**src/ddr_strobe_consts.vh**
```
// constants for the ddr strobe read/write alignment block
// assumes inclusion by bare name from the design files
`ifndef DDR_STROBE_CONSTS_VH
`define DDR_STROBE_CONSTS_VH
// ------------------------------------------------------------
// group layout
// ------------------------------------------------------------
`define CELLS_GROUP_A 14
`define CELLS_GROUP_B 12
`define NUM_GROUPS 2
`define DQ_MAX_W 16
// ------------------------------------------------------------
// calibration and delay line
// ------------------------------------------------------------
`define CAL_CODE_W 6
`define CAL_CODE_RST 6'h00
`define DELAY_TAPS 64
// ------------------------------------------------------------
// read sequencer states, burst length and fifo depth
// ------------------------------------------------------------
`define ST_IDLE 3'h0
`define ST_WAIT_PRE 3'h1
`define ST_WAIT_RISE 3'h2
`define ST_CAPTURE 3'h3
`define ST_DRAIN 3'h4
`define BURST_W 8
`define BURST_DEF 8'h08
`define FIFO_DEPTH 8
`endif

```
**src/strobe_fifo.v**
```verilog
// small fifo carrying captured read words into the system clock domain
// assumes one clock, synchronous active-high reset
module strobe_fifo #(
    parameter WIDTH = 16,
    parameter DEPTH = 8,
    parameter AW = 3
) (
    input wire clk,
    input wire srst,
    input wire [WIDTH-1:0] in_data,
    input wire in_valid,
    output wire in_ready,
    output reg [WIDTH-1:0] out_data_ff,
    output reg out_valid_ff,
    input wire out_ready,
    output wire empty
);
    // ------------------------------------------------------------
    // storage and pointers
    // ------------------------------------------------------------
    reg [WIDTH-1:0] mem [0:DEPTH-1]; // entry storage
    reg [AW-1:0] wptr_ff; // write pointer
    reg [AW-1:0] rptr_ff; // read pointer
    reg [AW:0] cnt_ff; // entries held in memory
    wire push; // write accepted
    wire pop; // memory to output register
    wire [AW:0] depth_c; // depth at counter width
    assign depth_c = DEPTH[AW:0];
    assign in_ready = (cnt_ff != depth_c);
    assign push = in_valid && in_ready;
    assign pop = (cnt_ff != {(AW+1){1'b0}}) && (!out_valid_ff || out_ready);
    assign empty = (cnt_ff == {(AW+1){1'b0}}) && !out_valid_ff;
    // write side
    always @(posedge clk) begin
        if (push) begin
            mem[wptr_ff] <= in_data;
        end
    end
    // pointers, count and registered output
    always @(posedge clk) begin
        if (srst) begin
            wptr_ff <= {AW{1'b0}};
            rptr_ff <= {AW{1'b0}};
            cnt_ff <= {(AW+1){1'b0}};
            out_valid_ff <= 1'b0;
            out_data_ff <= {WIDTH{1'b0}};
        end else begin
            if (push) begin
                wptr_ff <= (wptr_ff == depth_c[AW-1:0] - 1'b1) ? {AW{1'b0}} : wptr_ff + 1'b1;
            end
            if (pop) begin
                rptr_ff <= (rptr_ff == depth_c[AW-1:0] - 1'b1) ? {AW{1'b0}} : rptr_ff + 1'b1;
                out_data_ff <= mem[rptr_ff];
                out_valid_ff <= 1'b1;
            end else if (out_ready) begin
                out_valid_ff <= 1'b0; // consumed, nothing behind it
            end
            cnt_ff <= cnt_ff + {{AW{1'b0}}, push} - {{AW{1'b0}}, pop};
        end
    end
endmodule // strobe_fifo

```
**src/ddr_strobe_read_write_align.v**
```verilog
// strobe read/write alignment for one edge cell group of a ddr interface
// assumes dqs and dq arrive as pins, asynchronous to clk; pvt code from outside
`include "ddr_strobe_consts.vh"
module ddr_strobe_read_write_align #(
    parameter GROUP_CELLS = `CELLS_GROUP_A,
    parameter DQ_W = 8, // data cells in this group
    parameter FIFO_DEPTH = `FIFO_DEPTH,
    parameter FIFO_AW = 3
) (
    input wire clk,
    input wire srst,
    input wire read_start, // one-cycle request for a read burst
    input wire [`BURST_W-1:0] burst_words, // words expected per burst
    input wire [`CAL_CODE_W-1:0] pvt_code, // pvt target for the dll
    input wire dqs_pin, // strobe from memory
    input wire [DQ_W-1:0] dq_pin, // read data from memory
    input wire wr_load, // write word pair present
    input wire [DQ_W-1:0] wr_d0,
    input wire [DQ_W-1:0] wr_d1,
    input wire rd_ready,
    output reg read_strobe_shifted_ff,
    output reg write_strobe_shifted_ff,
    output reg capture_polarity_select_ff,
    output reg read_data_valid_flag_ff,
    output reg dll_locked_ff,
    output reg overflow_ff,
    output reg [DQ_W-1:0] dq_out_ff,
    output reg dq_oe_ff,
    output wire [DQ_W-1:0] rd_data_ff,
    output wire rd_valid_ff
);
    // ------------------------------------------------------------
    // width limits
    // ------------------------------------------------------------
    localparam TOTAL_W = DQ_W * `NUM_GROUPS;
    localparam GROUP_OK = (GROUP_CELLS == `CELLS_GROUP_A) || (GROUP_CELLS == `CELLS_GROUP_B);
    localparam W_OK = (TOTAL_W <= `DQ_MAX_W) && GROUP_OK;
    // ------------------------------------------------------------
    // pin synchronisers
    // ------------------------------------------------------------
    reg dqs_s1_ff; // first stage, read only by second
    reg dqs_s2_ff;
    reg [DQ_W-1:0] dq_s1_ff;
    reg [DQ_W-1:0] dq_s2_ff;
    always @(posedge clk) begin
        dqs_s1_ff <= dqs_pin;
        dqs_s2_ff <= dqs_s1_ff;
        dq_s1_ff <= dq_pin;
        dq_s2_ff <= dq_s1_ff;
    end
    // ------------------------------------------------------------
    // dll: code tracks pvt, loop closed on clk
    // ------------------------------------------------------------
    reg [`CAL_CODE_W-1:0] cal_code_ff; // calibration code
    // one step per clock toward the target, lock when matched
    always @(posedge clk) begin
        if (srst) begin
            cal_code_ff <= `CAL_CODE_RST;
            dll_locked_ff <= 1'b0;
        end else begin
            if (cal_code_ff < pvt_code) begin
                cal_code_ff <= cal_code_ff + 1'b1;
            end else if (cal_code_ff > pvt_code) begin
                cal_code_ff <= cal_code_ff - 1'b1;
            end
            dll_locked_ff <= (cal_code_ff == pvt_code);
        end
    end
    // ------------------------------------------------------------
    // dqs delay line and strobes
    // ------------------------------------------------------------
    reg [`DELAY_TAPS-1:0] dqs_line_ff; // sampled dqs history
    reg rs_prev_ff; // previous read strobe, edge finding
    wire [`CAL_CODE_W-1:0] wr_tap; // write strobe tap, half the read delay
    assign wr_tap = {1'b0, cal_code_ff[`CAL_CODE_W-1:1]};
    always @(posedge clk) begin
        if (srst) begin
            dqs_line_ff <= {`DELAY_TAPS{1'b0}};
            read_strobe_shifted_ff <= 1'b0;
            write_strobe_shifted_ff <= 1'b0;
            rs_prev_ff <= 1'b0;
        end else begin
            dqs_line_ff <= {dqs_line_ff[`DELAY_TAPS-2:0], dqs_s2_ff};
            read_strobe_shifted_ff <= dqs_line_ff[cal_code_ff];
            write_strobe_shifted_ff <= dqs_line_ff[wr_tap];
            rs_prev_ff <= read_strobe_shifted_ff;
        end
    end
    wire rs_rise; // delayed strobe rising
    wire rs_fall; // delayed strobe falling
    assign rs_rise = read_strobe_shifted_ff && !rs_prev_ff;
    assign rs_fall = !read_strobe_shifted_ff && rs_prev_ff;
    // ------------------------------------------------------------
    // system clock phase reference for polarity choice
    // ------------------------------------------------------------
    reg phase_ff; // toggles every clock
    always @(posedge clk) begin
        if (srst) begin
            phase_ff <= 1'b0;
        end else begin
            phase_ff <= !phase_ff;
        end
    end
    // ------------------------------------------------------------
    // read sequencer
    // ------------------------------------------------------------
    reg [2:0] state_ff;
    reg [2:0] nxt_state;
    reg [`BURST_W-1:0] words_ff; // words captured this burst
    reg [`BURST_W-1:0] target_ff; // burst length latched at start
    wire fifo_in_ready;
    wire fifo_empty;
    wire cap_edge; // capture on either strobe edge in the clock phase the polarity names
    assign cap_edge = (capture_polarity_select_ff == phase_ff) ? (rs_rise || rs_fall) : 1'b0;
    wire cap_any; // both strobe edges carry a word
    assign cap_any = rs_rise || rs_fall;
    wire first_rise; // first delayed rise after the preamble carries word one
    assign first_rise = (state_ff == `ST_WAIT_RISE) && rs_rise;
    wire push; // word enters fifo
    assign push = (((state_ff == `ST_CAPTURE) && cap_any) || first_rise) && W_OK;
    // next state
    always @* begin
        nxt_state = state_ff;
        case (state_ff)
            `ST_IDLE: begin
                if (read_start) begin
                    nxt_state = `ST_WAIT_PRE;
                end
            end
            `ST_WAIT_PRE: begin
                if (!dqs_s2_ff) begin
                    nxt_state = `ST_WAIT_RISE;
                end
            end
            `ST_WAIT_RISE: begin
                if (push && (words_ff + 1'b1 == target_ff)) begin
                    nxt_state = `ST_DRAIN; // single word burst ends at its first rise
                end else if (rs_rise) begin
                    nxt_state = `ST_CAPTURE;
                end
            end
            `ST_CAPTURE: begin
                if (push && (words_ff + 1'b1 == target_ff)) begin
                    nxt_state = `ST_DRAIN;
                end
            end
            `ST_DRAIN: begin
                if (fifo_empty) begin
                    nxt_state = `ST_IDLE;
                end
            end
            default: begin
                nxt_state = `ST_IDLE;
            end
        endcase
    end
    // state, counters, polarity, valid
    always @(posedge clk) begin
        if (srst) begin
            state_ff <= `ST_IDLE;
            words_ff <= {`BURST_W{1'b0}};
            target_ff <= `BURST_DEF;
            capture_polarity_select_ff <= 1'b0;
            read_data_valid_flag_ff <= 1'b0;
            overflow_ff <= 1'b0;
        end else begin
            state_ff <= nxt_state;
            if ((state_ff == `ST_IDLE) && read_start) begin
                words_ff <= {`BURST_W{1'b0}};
                target_ff <= (burst_words == {`BURST_W{1'b0}}) ? `BURST_DEF : burst_words;
                overflow_ff <= 1'b0;
            end
            // polarity chosen only at the first rise, then held
            if ((state_ff == `ST_WAIT_RISE) && rs_rise) begin
                capture_polarity_select_ff <= phase_ff;
            end
            if (push) begin
                words_ff <= words_ff + 1'b1;
                if (!fifo_in_ready) begin
                    overflow_ff <= 1'b1; // word lost, fifo not drained
                end
            end
            read_data_valid_flag_ff <= (nxt_state == `ST_DRAIN) && !fifo_empty;
        end
    end
    // ------------------------------------------------------------
    // per-cell capture and write output, strobes broadcast
    // ------------------------------------------------------------
    reg [DQ_W-1:0] q0_ff; // first word, rising capture
    reg [DQ_W-1:0] q1_pre_ff; // second word, rising capture
    reg [DQ_W-1:0] q1_ff; // second word, moved over on clocks where phase_ff is low
    wire [DQ_W-1:0] cap_word;
    genvar gi;
    generate
        for (gi = 0; gi < DQ_W; gi = gi + 1) begin : g_cell
            reg cap_ff; // capture register of this cell, holds the last strobed bit
            always @(posedge clk) begin
                if (srst) begin
                    cap_ff <= 1'b0;
                end else if (cap_edge || cap_any) begin
                    cap_ff <= dq_s2_ff[gi];
                end
            end
            assign cap_word[gi] = (cap_edge || cap_any) ? dq_s2_ff[gi] : cap_ff;
            // write path: strobe alternates q0 and q1 onto pad
            always @(posedge clk) begin
                if (srst) begin
                    q0_ff[gi] <= 1'b0;
                    q1_pre_ff[gi] <= 1'b0;
                    q1_ff[gi] <= 1'b0;
                    dq_out_ff[gi] <= 1'b0;
                end else begin
                    if (wr_load) begin
                        q0_ff[gi] <= wr_d0[gi];
                        q1_pre_ff[gi] <= wr_d1[gi];
                    end
                    if (!phase_ff) begin
                        q1_ff[gi] <= q1_pre_ff[gi];
                    end
                    dq_out_ff[gi] <= write_strobe_shifted_ff ? q0_ff[gi] : q1_ff[gi];
                end
            end
        end
    endgenerate
    // output enable only outside reads
    always @(posedge clk) begin
        if (srst) begin
            dq_oe_ff <= 1'b0;
        end else begin
            dq_oe_ff <= wr_load && (state_ff == `ST_IDLE);
        end
    end
    // ------------------------------------------------------------
    // read data fifo
    // ------------------------------------------------------------
    strobe_fifo #(
        .WIDTH(DQ_W),
        .DEPTH(FIFO_DEPTH),
        .AW(FIFO_AW)
    ) u_fifo (
        .clk(clk),
        .srst(srst),
        .in_data(cap_word),
        .in_valid(push),
        .in_ready(fifo_in_ready),
        .out_data_ff(rd_data_ff),
        .out_valid_ff(rd_valid_ff),
        .out_ready(rd_ready),
        .empty(fifo_empty)
    );
endmodule // ddr_strobe_read_write_align

```
**config.mk**
```make
export PLATFORM = sky130hd
export DESIGN_NAME = ddr_strobe_read_write_align
export DESIGN_NICKNAME = d
export VERILOG_FILES = /design/src/strobe_fifo.v /design/src/ddr_strobe_read_write_align.v
export VERILOG_INCLUDE_DIRS = /design/src
export SDC_FILE = /design/constraint.sdc
export NUM_CORES = 1
export LEC_CHECK = 0
export BUFFER_PORTS_ARGS = -buffer_cell sky130_fd_sc_hd__buf_2
export CORE_ASPECT_RATIO = 1.4
export CORE_MARGIN = 1.5
export CORE_UTILIZATION = 50
export DETAILED_ROUTE_END_ITERATION = 8
export GPL_TIMING_DRIVEN = 0
export HOLD_SLACK_MARGIN = 0.12
export MAX_ROUTING_LAYER = met4
export PLACE_DENSITY = 0.68
export SYNTH_ARGS = -nofsm -noshare
export SYNTH_HDL_FRONTEND = slang
export SYNTH_SLANG_ARGS = --single-unit
```
**constraint.sdc**
```tcl
create_clock -name clk -period 3.4 [get_ports clk]
set_input_delay 0.51 -clock clk [delete_from_list [all_inputs] [get_ports clk]]
set_output_delay 0.51 -clock clk [all_outputs]
set_load 0.005 [all_outputs]
```
After elaboration in Yosys (flattened, before gate mapping)

Memories as Yosys holds them, arrays and structs flattened. A register that Yosys moved wholly into a read port is not among the register bits.
Cells that the tools add are included.

Output and inout bits: 24
Logic and storage cells: 154
Register bits: 167
Memories: 1
Bits in writable memories: 64

Memory list:

| name       | depth | width | read ports | clocked after memory_dff | wr ports | RTL line         | text |
|---|---|---|---|---|---|---|---|
| u_fifo.mem | 8     | 8     | 1          | 1                        | 1        | strobe_fifo.v:21 | `reg [WIDTH-1:0] mem [0:DEPTH-1];` |

Magnitude comparators: 4
Eq/ne operators: 11
Add/sub/neg operators: 7
Mux-type cells: 42
Reductions and logical operators: 27

Operators by type and width:

| operator                                            | count |
|---|---|
| 2-to-1 mux 1 bit                                    | 26 |
| 2-to-1 mux 3 bit                                    | 8 |
| 2-to-1 mux 8 bit                                    | 3 |
| one-hot mux 3 bit (5 select lines)                  | 1 |
| == test 3 bit (second input constant)               | 4 |
| 2-to-1 mux 6 bit                                    | 2 |
| logical AND 1 bit                                   | 11 |
| adder 8 x 1 -> 8 bit (second input constant)        | 1 |
| == test 8 bit                                       | 1 |
| logical NOT 8 bit                                   | 1 |
| < comparator 5 x 7 -> 1 bit (second input constant) | 1 |
| < comparator 6 x 7 -> 1 bit (second input constant) | 1 |
| adder 3 x 1 -> 3 bit (second input constant)        | 2 |
| adder 6 x 1 -> 6 bit (second input constant)        | 1 |
| binary-select mux 1 bit (select 6 bit)              | 1 |
| == test 3 x 2 -> 1 bit (second input constant)      | 2 |
| == test 6 bit                                       | 1 |
| > comparator 6 bit                                  | 1 |
| < comparator 6 bit                                  | 1 |
| nonzero test 2 bit                                  | 3 |
| subtractor 6 x 1 -> 6 bit (second input constant)   | 1 |
| binary-select mux 1 bit (select 5 bit)              | 1 |
| logical NOT 1 bit                                   | 5 |
| adder 4 x 1 -> 4 bit                                | 1 |
| 8 further kinds                                     | 11 |

Depth between registers and ports, before layout

Word-level depth: 10
Gate-level depth with buffers: 12
Gate-level depth less buffers: 11

By module

Synthesis repeated with hierarchy kept, for this count alone.

Cells, all modules: 782
Area total of the unflattened synthesis: 9,524.1 um^2

Modules (own cells, without submodules):

| module                      | instances | area an instance (um^2) | cells each |
|---|---|---|---|
| ddr_strobe_read_write_align | 1         | 6,160.9                 | 566 |
| strobe_fifo                 | 1         | 3,363.2                 | 216 |

Worst setup path after synthesis

No wires, ideal clock.

Path kind: reg-to-reg
Start: register cal_code_ff[0]
End: register cal_code_ff[5]
Setup slack: 0.523 ns
Period minus slack after synthesis: 2.877 ns
Cell stages (with the launch flop): 13
Buffers on the path: 1
Arrival: 2.758 ns
Data required time: 3.281 ns
Path through: dfxtp_1 > buf_2 > inv_2 > ha_1 > inv_1 > a21oi_1 > o221ai_1 > ha_1 > a21o_1 > a21oi_1 > o21ai_1 > mux2_2 > mux2i_1

Word-level cells in the longest chain between the ends: 3
Elaborated cells on any way between the ends: 7
Classes of those cells: add/sub: 2; order compare: 2; mux: 2; reduce/logical: 1

Ends and longest elaborated chain:

| element                   | RTL line                         | text |
|---|---|---|
| start: declaration        | ddr_strobe_read_write_align.v:54 | `` reg [`CAL_CODE_W-1:0] cal_code_ff; `` |
| start signal: assignment  | ddr_strobe_read_write_align.v:58 | `` cal_code_ff <= `CAL_CODE_RST; `` |
| start signal: assignment  | ddr_strobe_read_write_align.v:62 | `cal_code_ff <= cal_code_ff + 1'b1;` |
| start signal: assignment  | ddr_strobe_read_write_align.v:64 | `cal_code_ff <= cal_code_ff - 1'b1;` |
| subtractor 6 x 1 -> 6 bit | ddr_strobe_read_write_align.v:64 |  |
| 2-to-1 mux 6 bit          | ddr_strobe_read_write_align.v:63 | `end else if (cal_code_ff > pvt_code) begin` |
| 2-to-1 mux 6 bit          | ddr_strobe_read_write_align.v:61 | `if (cal_code_ff < pvt_code) begin` |

Parallel ways exist; a longest one is shown, timed or not. The select of a mux whose other input is x is not followed.
A chain may end at the register's enable or synchronous reset.

Worst setup path in the final report

Same ends and word-level chain as after synthesis.

==> impl_metrics.xml <==
<?xml version="1.0" encoding="UTF-8"?>
<metrics>
  <group name="status">
    <metric name="outcome" unit="">finished clean</metric>
  </group>
  <group name="hold_path">
    <metric name="whs_path_depth" unit="">3</metric>
    <metric name="holdCritPathClass" unit="">in -&gt; reg</metric>
    <metric name="hold_path_startpoint" unit="">wr_d1[3]</metric>
    <metric name="whs_endpoint" unit="">q1_pre_ff[3]$_SDFFE_PP0P_</metric>
  </group>
  <group name="logic_synthesis">
    <metric name="synth.top_cell.area_share" unit="%">37.37</metric>
    <metric name="synth.lib_cells_used.distinct" unit="">55</metric>
    <metric name="synth-seq-cells" unit="">239</metric>
    <metric name="synth_top_area_cell" unit="">sky130_fd_sc_hd__dfxtp_1</metric>
    <metric name="mappedNetlistNets" unit="">821</metric>
    <metric name="postSynth.asyncResetShare" unit="%">0</metric>
    <metric name="number_of_flops_mapped_to_enable_cells_by_yosys" unit="">64</metric>
    <metric name="synth_top_cells_by_area" unit="">sky130_fd_sc_hd__dfxtp_1 37%, sky130_fd_sc_hd__edfxtp_1 20%, sky130_fd_sc_hd__mux4_2 10%</metric>
    <metric name="netlist_top_cells_count" unit="">175 x sky130_fd_sc_hd__dfxtp_1, 78 x sky130_fd_sc_hd__nor2b_1, 75 x sky130_fd_sc_hd__nor2_1, 64 x sky130_fd_sc_hd__edfxtp_1, 48 x sky130_fd_sc_hd__mux2i_1</metric>
    <metric name="synthMostInstantiatedCell" unit="">sky130_fd_sc_hd__dfxtp_1</metric>
    <metric name="synth.cell_area" unit="um2">9375</metric>
    <metric name="synthesis.instances" unit="">753</metric>
    <metric name="synth_warnings" unit="">0</metric>
    <metric name="syn-mean-instance-area" unit="um2">12.45</metric>
    <metric name="synth-main-ff-cell" unit="">sky130_fd_sc_hd__dfxtp_1</metric>
    <metric name="synth-seq-area-share" unit="%">57.87</metric>
  </group>
  <group name="detailed_routing">
    <metric name="routedWlPerCell" unit="um">17.10</metric>
    <metric name="routed-via-count" unit="">5978</metric>
    <metric name="drt-initial-drc-count" unit="">290</metric>
    <metric name="drt-total-wl" unit="mm">19.10</metric>
    <metric name="detail_route.drc_violations" unit="">0</metric>
    <metric name="route.antenna.remaining_nets" unit="">0</metric>
    <metric name="via_cell_ratio" unit="">5.352</metric>
    <metric name="drt-pass1-iter-count" unit="">4</metric>
  </group>
  <group name="global_route">
    <metric name="grt_pass1_wl" unit="mm">30.74</metric>
    <metric name="via_count_of_the_first_global_routing_pass" unit="">6057</metric>
    <metric name="grt.overflow.total" unit="">0</metric>
    <metric name="grt_start_max_net_pins" unit="">16</metric>
    <metric name="grt.total_usage" unit="%">20.30</metric>
    <metric name="antenna_violations_before_repair" unit="">0</metric>
  </group>
  <group name="worst_setup_path">
    <metric name="timing.reg2reg.worst_path_depth" unit="">12</metric>
    <metric name="cp_top_family" unit="">compound AO/OA/AOI/OAI gates</metric>
    <metric name="setup.worst_path.end_class" unit="">flip-flop</metric>
    <metric name="worst_path_largest_cell_delay" unit="ns">0.52</metric>
    <metric name="regToRegSetupSlack" unit="ns">0.24</metric>
    <metric name="largest_fanout_of_any_net_on_the_critical_path" unit="">11</metric>
    <metric name="worstPathRequired" unit="ns">3.78</metric>
    <metric name="cpMaxStageDelayCell" unit="">sky130_fd_sc_hd__dfxtp_1</metric>
    <metric name="critical_path.startpoint_type" unit="">flip-flop</metric>
    <metric name="worstSetupPathType" unit="">reg -&gt; reg</metric>
    <metric name="crit_chain" unit="">buf_2, inv_2, ha_1, inv_1, a21oi_1, o221ai_2, ha_1, a21o_1, a21oi_1, o21ai_1, mux2_2, mux2i_1</metric>
    <metric name="reg2reg_from" unit="">cal_code_ff[0]$_SDFFE_PP0P_</metric>
    <metric name="capture_point_of_the_worst_reg_to_reg_path" unit="">cal_code_ff[5]$_SDFFE_PP0P_</metric>
    <metric name="arrival" unit="ns">3.54</metric>
    <metric name="timing.critical_path.buf_inv" unit="">3</metric>
  </group>
  <group name="cts">
    <metric name="cts_max_level" unit="">1</metric>
    <metric name="numCtsBuffers" unit="">23</metric>
    <metric name="cts.sinks" unit="">239</metric>
    <metric name="tritoncts" unit="">done</metric>
    <metric name="worst_skew_pair.late_latency" unit="ns">0.51</metric>
    <metric name="clk_root_buf" unit="">sky130_fd_sc_hd__clkbuf_16</metric>
    <metric name="clock_transition_at_path_regs" unit="ns">0.06</metric>
    <metric name="cts-root-to-sink-buffers" unit="">3</metric>
  </group>
  <group name="timing">
    <metric name="timing.clock.skew" unit="ns">0.01404</metric>
    <metric name="timing.final.hold_violations" unit="">0</metric>
    <metric name="timing.final.setup_violations" unit="">0</metric>
    <metric name="tightest_slew" unit="ns">0.8551</metric>
    <metric name="worst_slack" unit="ns">0.2387</metric>
    <metric name="rsz0062_at_grt" unit="">no</metric>
    <metric name="slew-limit-headroom" unit="%">42.56</metric>
    <metric name="post-route-min-period" unit="ns">3.161</metric>
    <metric name="max_clock_freq" unit="MHz">316.3</metric>
    <metric name="final_period_util" unit="%">92.98</metric>
    <metric name="report.final.slew_viol_count" unit="">0</metric>
  </group>
  <group name="floorplanning">
    <metric name="die_area" unit="um2">19590</metric>
    <metric name="ios" unit="">68</metric>
    <metric name="die_w" unit="um">118.7</metric>
    <metric name="floorplan.initialDensity" unit="%">50.80</metric>
    <metric name="core_area" unit="um2">18460</metric>
    <metric name="row_count" unit="">59</metric>
    <metric name="floorplan.die.height" unit="um">165.0</metric>
  </group>
  <group name="finish">
    <metric name="fillers" unit="">1458</metric>
    <metric name="drive_gt1_share" unit="%">20.73</metric>
    <metric name="final_nets" unit="">925</metric>
    <metric name="area_growth" unit="%">17.11</metric>
    <metric name="utilization" unit="%">59.49</metric>
    <metric name="insertedDiodeCount" unit="">0</metric>
  </group>
  <group name="placed_design">
    <metric name="post-place-ws" unit="ns">-0.1703</metric>
    <metric name="numPortBuffers" unit="">66</metric>
    <metric name="hpwlAfterDp" unit="mm">13.64</metric>
    <metric name="place_congestion" unit="">0.8176</metric>
  </group>
  <group name="power_and_ir_drop">
    <metric name="p_leak" unit="nW">4.254</metric>
    <metric name="finalPower" unit="mW">7.628</metric>
    <metric name="irDropWorstVdd" unit="uV">462.9</metric>
    <metric name="power_per_cell_area" unit="nW/um2">694.7</metric>
  </group>
  <group name="job">
    <metric name="cap_viol_max_count" unit="">0</metric>
  </group>
</metrics>
==> through the flow <==
stage	instance area, um2	hold slack [ns]	std cells	TNS (ns)
after global routing	10980	0.2412	1117	0
after CTS	10970	0.2247	1117	0
after detailed placement	10060	0.3135	1067	-2.386
after floorplan	9375	0.3096	753	0
after global placement	10010	0.3110	1063	-14.74
final	10980	0.2482	1117	0
==> report_power, final <==
group          switching (mW)  total, mW  internal [mW]
Combinational           0.886       1.64          0.751
Clock                    1.03       2.64           1.61
Sequential              0.139       3.35           3.21
Total                    2.05       7.63           5.58
==> flip-flops by register name, indices dropped and copies added, names as in the netlist, 4 cells and up <==
register	flops
cal_code_ff	6
dqs_line_ff	64
dq_s1_ff	8
u_fifo.cnt_ff	4
words_ff	8
q0_ff	8
u_fifo.mem	64
q1_ff	8
dq_s2_ff	8
q1_pre_ff	8
dq_out_ff	8
target_ff	8
g_cell.cap_ff	8
u_fifo.out_data_ff	8
==> how the worst max path moves through the flow <==
stage	startpoint	to	slack, ns	cells after the start
after floorplan	cal_code_ff[0]$_SDFFE_PP0P_	cal_code_ff[5]$_SDFFE_PP0P_	0.52	12
after global placement	read_strobe_shifted_ff$_SDFF_PP0_	u_fifo.mem[2][2]$_DFFE_PP_	-0.57	6
after detailed placement	read_strobe_shifted_ff$_SDFF_PP0_	u_fifo.mem[4][4]$_DFFE_PP_	-0.17	8
after CTS	rs_prev_ff$_SDFF_PP0_	u_fifo.mem[6][3]$_DFFE_PP_	0.05	9
after global routing	cal_code_ff[0]$_SDFFE_PP0P_	cal_code_ff[5]$_SDFFE_PP0P_	0.03	12
final	cal_code_ff[0]$_SDFFE_PP0P_	cal_code_ff[5]$_SDFFE_PP0P_	0.24	12
==> routing by layer <==
layer | track usage (%) | share of wire [%] | vias up
li1 | - | - | 2879
met1 | 22.89 | 40 | 2939
met2 | 37.10 | 53 | 128
met3 | 3.039 | 4.3 | 32
met4 | 6.627 | 2.4 | 0
met5 | - | 0 | -
==> placed cells by master (no fill, tap or decap), types with 10 or more instances in the layout <==
master,count
sky130_fd_sc_hd__dfxtp_1,175
sky130_fd_sc_hd__nor2b_1,78
sky130_fd_sc_hd__nor2_1,74
sky130_fd_sc_hd__buf_2,73
sky130_fd_sc_hd__edfxtp_1,64
sky130_fd_sc_hd__mux2i_1,48
sky130_fd_sc_hd__mux4_2,42
sky130_fd_sc_hd__nand2_1,37
sky130_fd_sc_hd__clkbuf_1,34
sky130_fd_sc_hd__a21oi_1,30
sky130_fd_sc_hd__clkbuf_16,24
sky130_fd_sc_hd__ha_1,22
sky130_fd_sc_hd__inv_1,17
sky130_fd_sc_hd__a211oi_1,12
sky130_fd_sc_hd__xnor2_1,12
sky130_fd_sc_hd__mux2_2,10
==> logic make-up after synthesis <==
logic type | count (synthesis) | synth area share (%)
AND/OR/NAND/NOR | 236 | 12.88
buffers and inverters | 59 | 2.576
multiplexers | 100 | 16.42
AO/OA/AOI/OAI | 78 | 5.312
adder cells (fa/ha/maj) | 24 | 3.363
flip-flops | 239 | 57.87
XOR/XNOR | 17 | 1.588
==> tightest hold or removal path, delay by kind of cell <==
kind	cells	cell delay, ns
mux	1	0.05
buf+inv	1	0.08
simple gates	1	0.07
==> repair_timing <==
| item | in CTS | in global routing |
|---|---|---|
| buffers inserted | 0 | 0 |
| endpoints found under the setup margin | 21 | 18 |
| resized for setup | 4 | 3 |
| hold buffers | 9 | 0 |
| hold endpoints to repair | 9 | 0 |
==> cell type report <==
cell class	instances	area, um2	share of cell area [%]
plain buffers	40	170.2	1.550
clock buffers	36	685.7	6.245
clock inverters	5	106.4	0.9687
inverters	19	71.32	0.6496
multi-input cells	455	3765	34.29
flip-flops and latches	239	5425	49.41
well taps	244	305.3	2.781
repair buffers	79	450.4	4.103
Note: power is estimated with default switching activity, not from simulation.
